===== src/hw/buck_pkg.sv =====
// Constants and types for the buck channel fault and hiccup controller.
// Assumes one switching-cycle tick per cycle, synchronous to mclk.
package buck_pkg;

    localparam int          OVL_LIMIT       = 512;
    localparam int          OVL_CNT_W       = 10;
    localparam int          HICCUP_CYCLES   = 16384;
    localparam int          HICCUP_W        = 15;

    localparam logic [3:0]  ADDR_CTRL       = 4'h0;
    localparam logic [3:0]  ADDR_STATUS     = 4'h1;
    localparam logic [3:0]  ADDR_MASK       = 4'h2;
    localparam logic [3:0]  ADDR_STATE      = 4'h3;
    localparam logic [3:0]  ADDR_OVL_CNT    = 4'h4;

    localparam logic [7:0]  CTRL_RST        = 8'h01;
    localparam logic [7:0]  MASK_RST        = 8'h00;
    localparam int          CTRL_RUN_BIT    = 0;

    localparam int          EV_PEAK         = 0;
    localparam int          EV_SOURCE       = 1;
    localparam int          EV_SINK         = 2;
    localparam int          EV_OVL          = 3;
    localparam int          EV_THERM        = 4;
    localparam int          EV_RESTART      = 5;
    localparam int          EV_W            = 6;

    localparam int          STATE_PH_LSB    = 4;

    typedef enum logic [2:0] {
        ST_POWERUP    = 3'b000,
        ST_RUN        = 3'b001,
        ST_OVL_HICCUP = 3'b010,
        ST_THERM_STOP = 3'b011,
        ST_THERM_WAIT = 3'b100
    } mode_t;

    typedef enum logic [1:0] {
        PH_HS  = 2'b00,
        PH_LS  = 2'b01,
        PH_OFF = 2'b10
    } phase_t;

endpackage


===== src/hw/cycle_timer.sv =====
// Switching-cycle counter used for both hiccup intervals.
// Assumes tick is a one-mclk pulse per switching cycle.
`timescale 1ns/1ps
module cycle_timer #(
    parameter int W = 15
) (
    input  wire logic         mclk,
    input  wire logic         rstn,
    input  wire logic         run,
    input  wire logic         tick,
    input  wire logic [W-1:0] limit,
    output logic              done
);

    typedef struct packed {
        logic [W-1:0] count;
    } timer_t;

    timer_t s_q;
    timer_t s_d;

    // The count restarts from zero whenever run drops.
    always_comb
    begin
        s_d = s_q;
        if (!run)
        begin
            s_d.count = '0;
        end
        else if (tick && (s_q.count != limit))
        begin
            s_d.count = s_q.count + {{(W-1){1'b0}}, 1'b1};
        end
    end

    always_ff @(posedge mclk)
    begin
        if (!rstn)
        begin
            s_q <= '0;
        end
        else
        begin
            s_q <= s_d;
        end
    end

    assign done = run && (s_q.count == limit);

endmodule


===== src/hw/buck_fault_hiccup_control.sv =====
// Cycle-by-cycle current limit, overload hiccup and thermal restart control for one buck channel.
// Assumes comparator flags and the cycle tick are synchronous to mclk; registers are on a plain port.
`timescale 1ns/1ps

// Functional notes
// - Peak current trip: high-side off, low-side on.
// - Source limit at cycle end holds low-side next.
// - High-side restarts only with source limit clear.
// - Sink limit: both switches off until next cycle.
// - Over 512 overload cycles stops all switching.
// - Overload hiccup: 16384 cycles off, then restart.
// - Over-temperature stops all switching.
// - Temperature release starts the thermal hiccup counter.
// - Thermal hiccup end re-runs full power-up.
module buck_fault_hiccup_control
    import buck_pkg::*;
#(
    parameter logic [HICCUP_W-1:0] HICCUP_LEN = HICCUP_W'(HICCUP_CYCLES)
) (
    input  wire logic       mclk,
    input  wire logic       rstn,
    input  wire logic       cycle_start,
    input  wire logic       peak_trip,
    input  wire logic       ls_source_lim,
    input  wire logic       ls_sink_lim,
    input  wire logic       overload,
    input  wire logic       over_temp,
    input  wire logic       softstart_done,
    input  wire logic [3:0] reg_addr,
    input  wire logic [7:0] reg_wdata,
    input  wire logic       reg_wr,
    input  wire logic       reg_rd,
    output logic      [7:0] reg_rdata,
    output logic            hs_en,
    output logic            ls_en,
    output logic            softstart_run,
    output logic            irq
);

    typedef struct packed {
        mode_t                mode;
        phase_t               phase;
        logic                 hs;
        logic                 ls;
        logic                 ss;
        logic [OVL_CNT_W-1:0] ovl_cnt;
        logic [7:0]           ctrl;
        logic [7:0]           mask;
        logic [EV_W-1:0]      status;
        logic [7:0]           rdata;
    } state_t;

    state_t s_q;
    state_t s_d;

    logic   timer_run;
    logic   timer_done;

    assign timer_run = (s_q.mode == ST_OVL_HICCUP) || (s_q.mode == ST_THERM_WAIT);

    cycle_timer #(
        .W     (HICCUP_W)
    ) u_hiccup (
        .mclk  (mclk),
        .rstn  (rstn),
        .run   (timer_run),
        .tick  (cycle_start),
        .limit (HICCUP_LEN),
        .done  (timer_done)
    );

    always_comb
    begin
        logic [EV_W-1:0] ev;
        logic            sw_ok;
        logic            rd_status;
        ev        = '0;
        sw_ok     = 1'b0;
        rd_status = 1'b0;
        s_d       = s_q;

        // Operating mode sequencing; thermal stop overrides every other mode.
        if (over_temp && (s_q.mode != ST_THERM_STOP) && (s_q.mode != ST_THERM_WAIT))
        begin
            s_d.mode        = ST_THERM_STOP;
            s_d.ovl_cnt     = '0;
            ev[EV_THERM]    = 1'b1;
        end
        else
        begin
            case (s_q.mode)
                ST_POWERUP:
                begin
                    if (softstart_done)
                    begin
                        s_d.mode       = ST_RUN;
                        ev[EV_RESTART] = 1'b1;
                    end
                end
                ST_RUN:
                begin
                    if (cycle_start)
                    begin
                        if (!overload)
                        begin
                            s_d.ovl_cnt = '0;
                        end
                        else if (s_q.ovl_cnt == OVL_CNT_W'(OVL_LIMIT))
                        begin
                            s_d.mode    = ST_OVL_HICCUP;
                            s_d.ovl_cnt = '0;
                            ev[EV_OVL]  = 1'b1;
                        end
                        else
                        begin
                            s_d.ovl_cnt = s_q.ovl_cnt + {{(OVL_CNT_W-1){1'b0}}, 1'b1};
                        end
                    end
                end
                ST_OVL_HICCUP:
                begin
                    if (timer_done)
                    begin
                        s_d.mode       = ST_RUN;
                        ev[EV_RESTART] = 1'b1;
                    end
                end
                ST_THERM_STOP:
                begin
                    if (!over_temp)
                    begin
                        s_d.mode = ST_THERM_WAIT;
                    end
                end
                ST_THERM_WAIT:
                begin
                    if (over_temp)
                    begin
                        s_d.mode = ST_THERM_STOP;
                    end
                    else if (timer_done)
                    begin
                        s_d.mode = ST_POWERUP;
                    end
                end
                default:
                begin
                    s_d.mode = ST_POWERUP;
                end
            endcase
        end

        sw_ok = s_q.ctrl[CTRL_RUN_BIT] && ((s_d.mode == ST_RUN) || (s_d.mode == ST_POWERUP));

        // Switch phase within a switching cycle; a new cycle takes precedence over trips.
        if (!sw_ok)
        begin
            s_d.phase = PH_OFF;
        end
        else if (cycle_start)
        begin
            if (ls_source_lim)
            begin
                s_d.phase     = PH_LS;
                ev[EV_SOURCE] = 1'b1;
            end
            else
            begin
                s_d.phase = PH_HS;
            end
        end
        else if ((s_q.phase == PH_HS) && peak_trip)
        begin
            s_d.phase   = PH_LS;
            ev[EV_PEAK] = 1'b1;
        end
        else if ((s_q.phase == PH_LS) && ls_sink_lim)
        begin
            s_d.phase   = PH_OFF;
            ev[EV_SINK] = 1'b1;
        end

        s_d.hs = (s_d.phase == PH_HS);
        s_d.ls = (s_d.phase == PH_LS);
        s_d.ss = (s_d.mode == ST_POWERUP);

        // Register port: writes, read data for one cycle, read-clear of status.
        s_d.rdata = 8'h00;
        if (reg_wr)
        begin
            if (reg_addr == ADDR_CTRL)
            begin
                s_d.ctrl = reg_wdata;
            end
            else if (reg_addr == ADDR_MASK)
            begin
                s_d.mask = reg_wdata;
            end
        end
        if (reg_rd)
        begin
            if (reg_addr == ADDR_CTRL)
            begin
                s_d.rdata = s_q.ctrl;
            end
            else if (reg_addr == ADDR_STATUS)
            begin
                s_d.rdata = {{(8-EV_W){1'b0}}, s_q.status};
                rd_status = 1'b1;
            end
            else if (reg_addr == ADDR_MASK)
            begin
                s_d.rdata = s_q.mask;
            end
            else if (reg_addr == ADDR_STATE)
            begin
                s_d.rdata = {2'b00, s_q.phase, 1'b0, s_q.mode};
            end
            else if (reg_addr == ADDR_OVL_CNT)
            begin
                s_d.rdata = s_q.ovl_cnt[OVL_CNT_W-1:2];
            end
        end

        // An event in the same cycle as the clearing read stays set.
        s_d.status = (rd_status ? {EV_W{1'b0}} : s_q.status) | ev;
    end

    always_ff @(posedge mclk)
    begin
        if (!rstn)
        begin
            s_q.mode    <= ST_POWERUP;
            s_q.phase   <= PH_OFF;
            s_q.hs      <= 1'b0;
            s_q.ls      <= 1'b0;
            s_q.ss      <= 1'b0;
            s_q.ovl_cnt <= '0;
            s_q.ctrl    <= CTRL_RST;
            s_q.mask    <= MASK_RST;
            s_q.status  <= '0;
            s_q.rdata   <= 8'h00;
        end
        else
        begin
            s_q <= s_d;
        end
    end

    assign hs_en         = s_q.hs;
    assign ls_en         = s_q.ls;
    assign softstart_run = s_q.ss;
    assign reg_rdata     = s_q.rdata;
    assign irq           = |(s_q.status & s_q.mask[EV_W-1:0]);

endmodule


===== config.mk =====
export PLATFORM = sky130hd
export DESIGN_NAME = buck_fault_hiccup_control
export DESIGN_NICKNAME = d
export VERILOG_FILES = /design/src/hw/buck_pkg.sv /design/src/hw/cycle_timer.sv /design/src/hw/buck_fault_hiccup_control.sv
export SDC_FILE = /design/constraint.sdc
export NUM_CORES = 1
export LEC_CHECK = 0
export CORE_ASPECT_RATIO = 1.5
export CORE_UTILIZATION = 50
export CTS_BUF_LIST = sky130_fd_sc_hd__clkbuf_16
export CTS_CLUSTER_DIAMETER = 200
export CTS_CLUSTER_SIZE = 40
export DETAILED_ROUTE_END_ITERATION = 6
export DONT_BUFFER_PORTS = 1
export SYNTH_ARGS = -nofsm -noshare
export SYNTH_HDL_FRONTEND = slang
export SYNTH_SLANG_ARGS = --single-unit

===== constraint.sdc =====
create_clock -name mclk -period 1.9 [get_ports mclk]
set_clock_uncertainty 0.1 [all_clocks]
set_input_delay 0.38 -clock mclk [delete_from_list [all_inputs] [get_ports mclk]]
set_output_delay 0.38 -clock mclk [all_outputs]
set_load 0.005 [all_outputs]

# [After elaboration in Yosys (flattened, before gate mapping)]
# Cells that the tools add are included.
[classes] add_sub_neg=2 multipliers=0 div_mod_pow=0 n_lt_le_gt_ge=0 n_eq_ne=16 n_shift=0 muxes=44 n_bitwise=4 reduce_logical=21
[ops] op="two-way mux 8 bit" count=5
[ops] op="two-way mux 3 bit" count=10
[ops] op="two-way mux 1 bit" count=20
[ops] op="two-way mux 10 bit" count=2
[ops] op="adder 15 x 1 -> 15 bit (second input constant)" count=1
[ops] op="equality test 15 bit (second input constant)" count=1
[ops] op="inequality test 15 bit (second input constant)" count=1
[ops] op="case mux 3 bit (5 select lines)" count=1
[ops] op="adder 10 x 1 -> 10 bit (second input constant)" count=1
[ops] op="equality test 10 bit (second input constant)" count=1
[ops] op="equality test 4 x 2 -> 1 bit (second input constant)" count=2
[ops] op="two-way mux 2 bit" count=4
[ops] op="AND reduction 2 bit" count=4
[ops] op="logical AND 1 bit" count=7
[ops] op="AND 6 bit" count=1
[ops] op="equality test 3 x 1 -> 1 bit (second input constant)" count=2
[ops] op="equality test 3 x 2 -> 1 bit (second input constant)" count=2
[ops] op="zero test 3 bit" count=2
[ops] op="two-way mux 6 bit" count=1
[ops] op="OR 6 bit" count=1
[ops] op="OR reduction 6 bit" count=1
[ops] op="equality test 2 x 1 -> 1 bit (second input constant)" count=2
[ops] op="equality test 4 x 1 -> 1 bit (second input constant)" count=1
[ops] op="equality test 4 x 3 -> 1 bit (second input constant)" count=1
[ops] op="10 further kinds" count=13
[totals] register_bits=63 latchBits=0 mem_bits_rw=0 romBits=0 inputBits=23 out_inout_bits=12 word_cells=98 memories=0

# [Logic depth before layout (Yosys ltp)]
[depth] depth_word=12 mapped_depth=7 depth_no_buf=6

# [By module]
# Synthesis repeated with hierarchy kept, for this count alone.
[unflattened] cells_unflattened=395 hier_area_um2=3372.0
[modules_own_cells] mod="buck_fault_hiccup_control" instances=1 cells_per_inst=283 area_per_inst_um2=2426.1 seq_area_each_um2=960.9
[modules_own_cells] mod="cycle_timer" instances=1 cells_per_inst=112 area_per_inst_um2=945.9 seq_area_each_um2=300.3

# [Worst setup path before layout]
# OpenSTA, ideal clock, no wires.
[synth_path] path_kind="reg-to-reg" start="register u_hiccup.s_q[0] in the netlist's numbering" end="register s_q[44] in the netlist's numbering" setup_ns=0.127 arrival_ns=1.536 t_required_ns=1.673 path_slack_ns=0.137 stages_incl_launch_ff=8 path_buffers=1 synth_period_minus_slack_ns=1.763 path_cell_list="dfxtp_1 > inv_1 > ha_1 > nor4b_1 > and4_1 > buf_4 > nor2_1 > or3_1"
[synth_via] elab_chain_len=10 word_cells_on_any_way=12 cone_classes="2 x eq/ne; 6 x mux; 4 x reduce/logical"
[synth_rtl] element="start, declared" line="cycle_timer.sv:19" rtl="timer_t s_q;"
[synth_rtl] element="start signal, assigned" line="cycle_timer.sv:40" rtl="s_q <= '0;"
[synth_rtl] element="start signal, assigned" line="cycle_timer.sv:44" rtl="s_q <= s_d;"
[synth_rtl] element="equality test 15 bit *" line="cycle_timer.sv:48" rtl="assign done = run && (s_q.count == limit);"
[synth_rtl] element="logical AND 1 bit *" line="cycle_timer.sv:48"
[synth_rtl] element="two-way mux 3 bit" line="buck_fault_hiccup_control.sv:141" rtl="else if (timer_done)"
[synth_rtl] element="two-way mux 3 bit" line="buck_fault_hiccup_control.sv:137" rtl="if (over_temp)"
[synth_rtl] element="case mux 3 bit (5 select lines) *" line="buck_fault_hiccup_control.sv:91" rtl="case (s_q.mode)"
[synth_rtl] element="two-way mux 3 bit *" line="buck_fault_hiccup_control.sv:83" rtl="if (over_temp && (s_q.mode != ST_THERM_STOP) && (s_q.mode != ST_THERM_WAIT))"
[synth_rtl] element="equality test 3 x 1 -> 1 bit / zero test 3 bit (equally long branches)" line="buck_fault_hiccup_control.sv:153" rtl="sw_ok = s_q.ctrl[CTRL_RUN_BIT] && ((s_d.mode == ST_RUN) || (s_d.mode == ST_POWERUP));"
[synth_rtl] element="logical OR 1 bit *" line="buck_fault_hiccup_control.sv:153"
[synth_rtl] element="logical AND 1 bit *" line="buck_fault_hiccup_control.sv:153"
[synth_rtl] element="two-way mux 2 bit *" line="buck_fault_hiccup_control.sv:156" rtl="if (!sw_ok)"
[synth_rtl] element="end, declared" line="buck_fault_hiccup_control.sv:53" rtl="state_t s_q;"
# Every way passes the cells marked *; elsewhere a longest branch is shown, timed or not.
# A chain may end at the register's enable or synchronous reset.

# [Worst setup path in the final report]
[layout_path] start="register u_hiccup.s_q[0] in the netlist's numbering" end="register u_hiccup.s_q[2] in the netlist's numbering"
[layout_via] elab_chain_len=2 word_cells_on_any_way=3 cone_classes="1 x add/sub; 1 x eq/ne; 1 x reduce/logical"
[layout_rtl] element="branches (longest 2 deep; another with adder 15 x 1 -> 15 bit)"
# Parallel ways; which one is timed is not known.

==> out/results.tsv <==
stage	metric	value	unit
run_status	status	complete, no violations	
synth	syn_nets	384	
synth	synth_area	3095	µm²
clocking	clkLatencyLatePin	0.34	ns
global_routing	grt_pass1_wl	11.94	mm
routing	drtIter0Drc	151	
pwr	power.internal	2.559	mW
sta	setup_violations	0	
pwr	power.switching	0.7062	mW
floorplanning	pin_count	35	
routing	via_count	2533	
routing	detail-route-antenna-nets	0	
synth	ys.warnings.count	0	
synth	async_flop_share	0	%
floorplanning	die-height	98.37	µm
pwr	vdd_ir_drop_max	789.7	µV
synth	synth_ff_type	dfxtp_1	
pwr	combPwrFrac	5.1	%
pwr	p_total	3.265	mW
clocking	cts_max_path_buffers	2	
sta	worstMarginPinSlew	0.3723	ns
pwr	p_clk_share	53.0	%
synth	synth_edf_count	0	
sta	maxSlewHeadroom	75.11	%
global_routing	grt_pass1_vias	2547	
clocking	cts_tree	built	
sta	rsz0062_at_grt	no	
setup_path	start_kind	register	
pwr	switching_share	21.63	%
routing	drt-wirelength-per-cell	16.71	µm
clocking	h-tree-depth	3	
routing	via_per_inst	5.823	
placement	gp_congestion	0.8305	
pwr	power_frac_seq	41.9	%
final_layout	syn2layout_area_growth	12.53	%
final_layout	drive_gt1_share	11.29	%
synth	avgSynthCellArea	8.671	µm²
worst_hold_path	whs_path_depth	1	
routing	drc_errors	0	
global_routing	grt.total_usage	24.70	%
setup_path	worstPathArrival	1.95	ns
sta	hold_viol_final	0	
final_layout	layout.nets	385	
pwr	power_density	937.2	nW/µm²
synth	ys_seq_elements	63	
final_layout	n_antenna_cell	0	
worst_hold_path	hp-class	in -> reg	
setup_path	endpoint_kind	register	
placement	dp_hpwl	5.448	mm
pwr	p_leak	1.365	nW
global_routing	grt-ovfl-total	0	
synth	yosys.cell_types.count	57	
global_routing	grt_max_degree	20	
global_routing	antenna_found_initial	0	
clocking	numCtsBuffers	9	
floorplanning	initial_core_util	52.73	%
setup_path	crit_path_max_fanout	8	
routing	wl	7.271	mm
setup_path	cp.required	2.07	ns
clocking	cts-root-buf	clkbuf_16	
run	drv_cap	0	
floorplanning	core_area	5871	µm²
clocking	cts.sinks	63	
sta	fin_crit	1.786	ns
routing	first_pass_iters	5	
sta	period_share	94.02	%
floorplanning	row_count	34	
synth	seq_area_frac_synth	40.74	%
sta	maxSlewViolCount	0	
setup_path	reg2reg_depth	7	
setup_path	crit_type	reg -> reg	
floorplanning	dieWidth	66.25	µm
sta	tns	0	ns
synth	synthesis.instances	357	
placement	io_buffers	0	
sta	fmax	559.8	MHz
clocking	clk_pin_slew	0.05	ns
floorplanning	die-area	6516	µm²
==> per-stage QoR <==
stage / setup WS, ns / hold WS (ns) / std cells / area, µm² / utilization (%)
floorplan: 0.1367 / 0.3450 / 357 / 3095 / -
global placement: 0.1637 / 0.3471 / 419 / 3163 / 53.88
finish: 0.1136 / 0.007124 / 435 / 3483 / 59.34
CTS: 0.1018 / 0.004487 / 435 / 3477 / 59.23
detailed placement: 0.1058 / 0.3484 / 419 / 3163 / 53.88
global route: 0.01998 / 0.006799 / 435 / 3483 / 59.34
==> power groups by stage <==
stage	sequential (mW)	combinational [mW]	clock, mW
6_report	1.37	0.166	1.73
5_1_grt	1.37	0.185	1.81
4_1_cts	1.37	0.167	1.75
3_5_place_dp	1.40	0.166	0
3_3_place_gp	1.39	0.166	0
2_1_floorplan	1.38	0.148	0
==> cells in the final DEF (no fill, tap or decap), types with 3 or more instances in the layout <==
cell       Yosys  final
nor2_1        45     45
nor4_1         4      4
a22oi_1        4      4
mux2i_1       23     23
o21a_1         3      3
and3_1         5      5
inv_1         13     14
o21ai_0        9      9
or3_1          6      6
clkbuf_16      0      9
nand2_1       23     23
o211ai_1       4      4
a21oi_1       19     19
ha_1           4      4
o31a_1         3      3
dfxtp_1       63     63
nor2b_1        4      4
nor3_1         9      9
xor2_1         9      9
nand3_1       14     14
xnor2_1        8      8
buf_4         10     15
nand4_1       11     11
nor4b_1        5      4
==> cell type report <==
cell class                 count  area (µm²)
clock inverter                 7       88.84
multi-input combinational    255        1653
sequential                    63        1261
clock buffer                   9       225.2
inverter                      14       52.55
timing repair buffer          15       112.6
tap                           72       90.09
fill                         523        2387
==> cell families (layout without fill, tap and decap cells) <==
family | Yosys count | count (layout) | share of synthesized area [%]
AOI/OAI and AO/OA | 61 | 61 | 13.02
xor gates and xnor gates | 17 | 17 | 4.810
adders and majority gates | 4 | 4 | 1.617
buffers and inverters | 39 | 45 | 6.063
DFF | 63 | 63 | 40.74
muxes | 24 | 24 | 7.801
and+or+nand+nor | 149 | 149 | 25.95
==> critical path: stages (launching register included) <==
cell and delay (ns):
dfxtp_1 0.37, inv_1 0.07, ha_1 0.19, nor4b_2 0.16
and4_1 0.20, buf_4 0.16, or3_1 0.35, a21oi_1 0.12
==> routing by layer <==
layer	global-route usage, %	share of wire, %	vias up
met5	0	0	-
met4	15.06	2.7	0
met3	5.257	4.3	17
met2	44.51	54	50
met1	24.89	39	1192
li1	-	-	1274
==> state kept, by name, summed over array words and instances (netlist names) <==
name           cells
reg_rdata          8
u_hiccup.s_q      15
softstart_run      1
s_q               37
hs_en              1
ls_en              1
==> synth_stat cells (10+ instances only) <==
master,n,area (µm²)
buf_4,10,75.07
inv_1,13,48.80
nand3_1,14,70.07
nor2_1,45,168.9
clkbuf_1,10,37.54
mux2i_1,23,230.2
a21oi_1,19,95.09
nand2_1,23,86.33
dfxtp_1,63,1261
nand4_1,11,68.82
==> path summary, 6_finish.rpt <==
path	from	to	slack, ns
min reg2reg	s_q[12]	s_q[12]	0.39
max	u_hiccup.s_q[0]	u_hiccup.s_q[2]	0.11
max reg2reg	u_hiccup.s_q[0]	u_hiccup.s_q[2]	0.11
min	rstn	s_q[22]	0.007
==> repair_timing <==
item / in CTS / in global routing
buffers inserted: 0 / 0
setup endpoints to repair: 0 / 2
resized for setup: 0 / 1
hold buffers: 0 / 0
(Power assumes the default switching activity.)
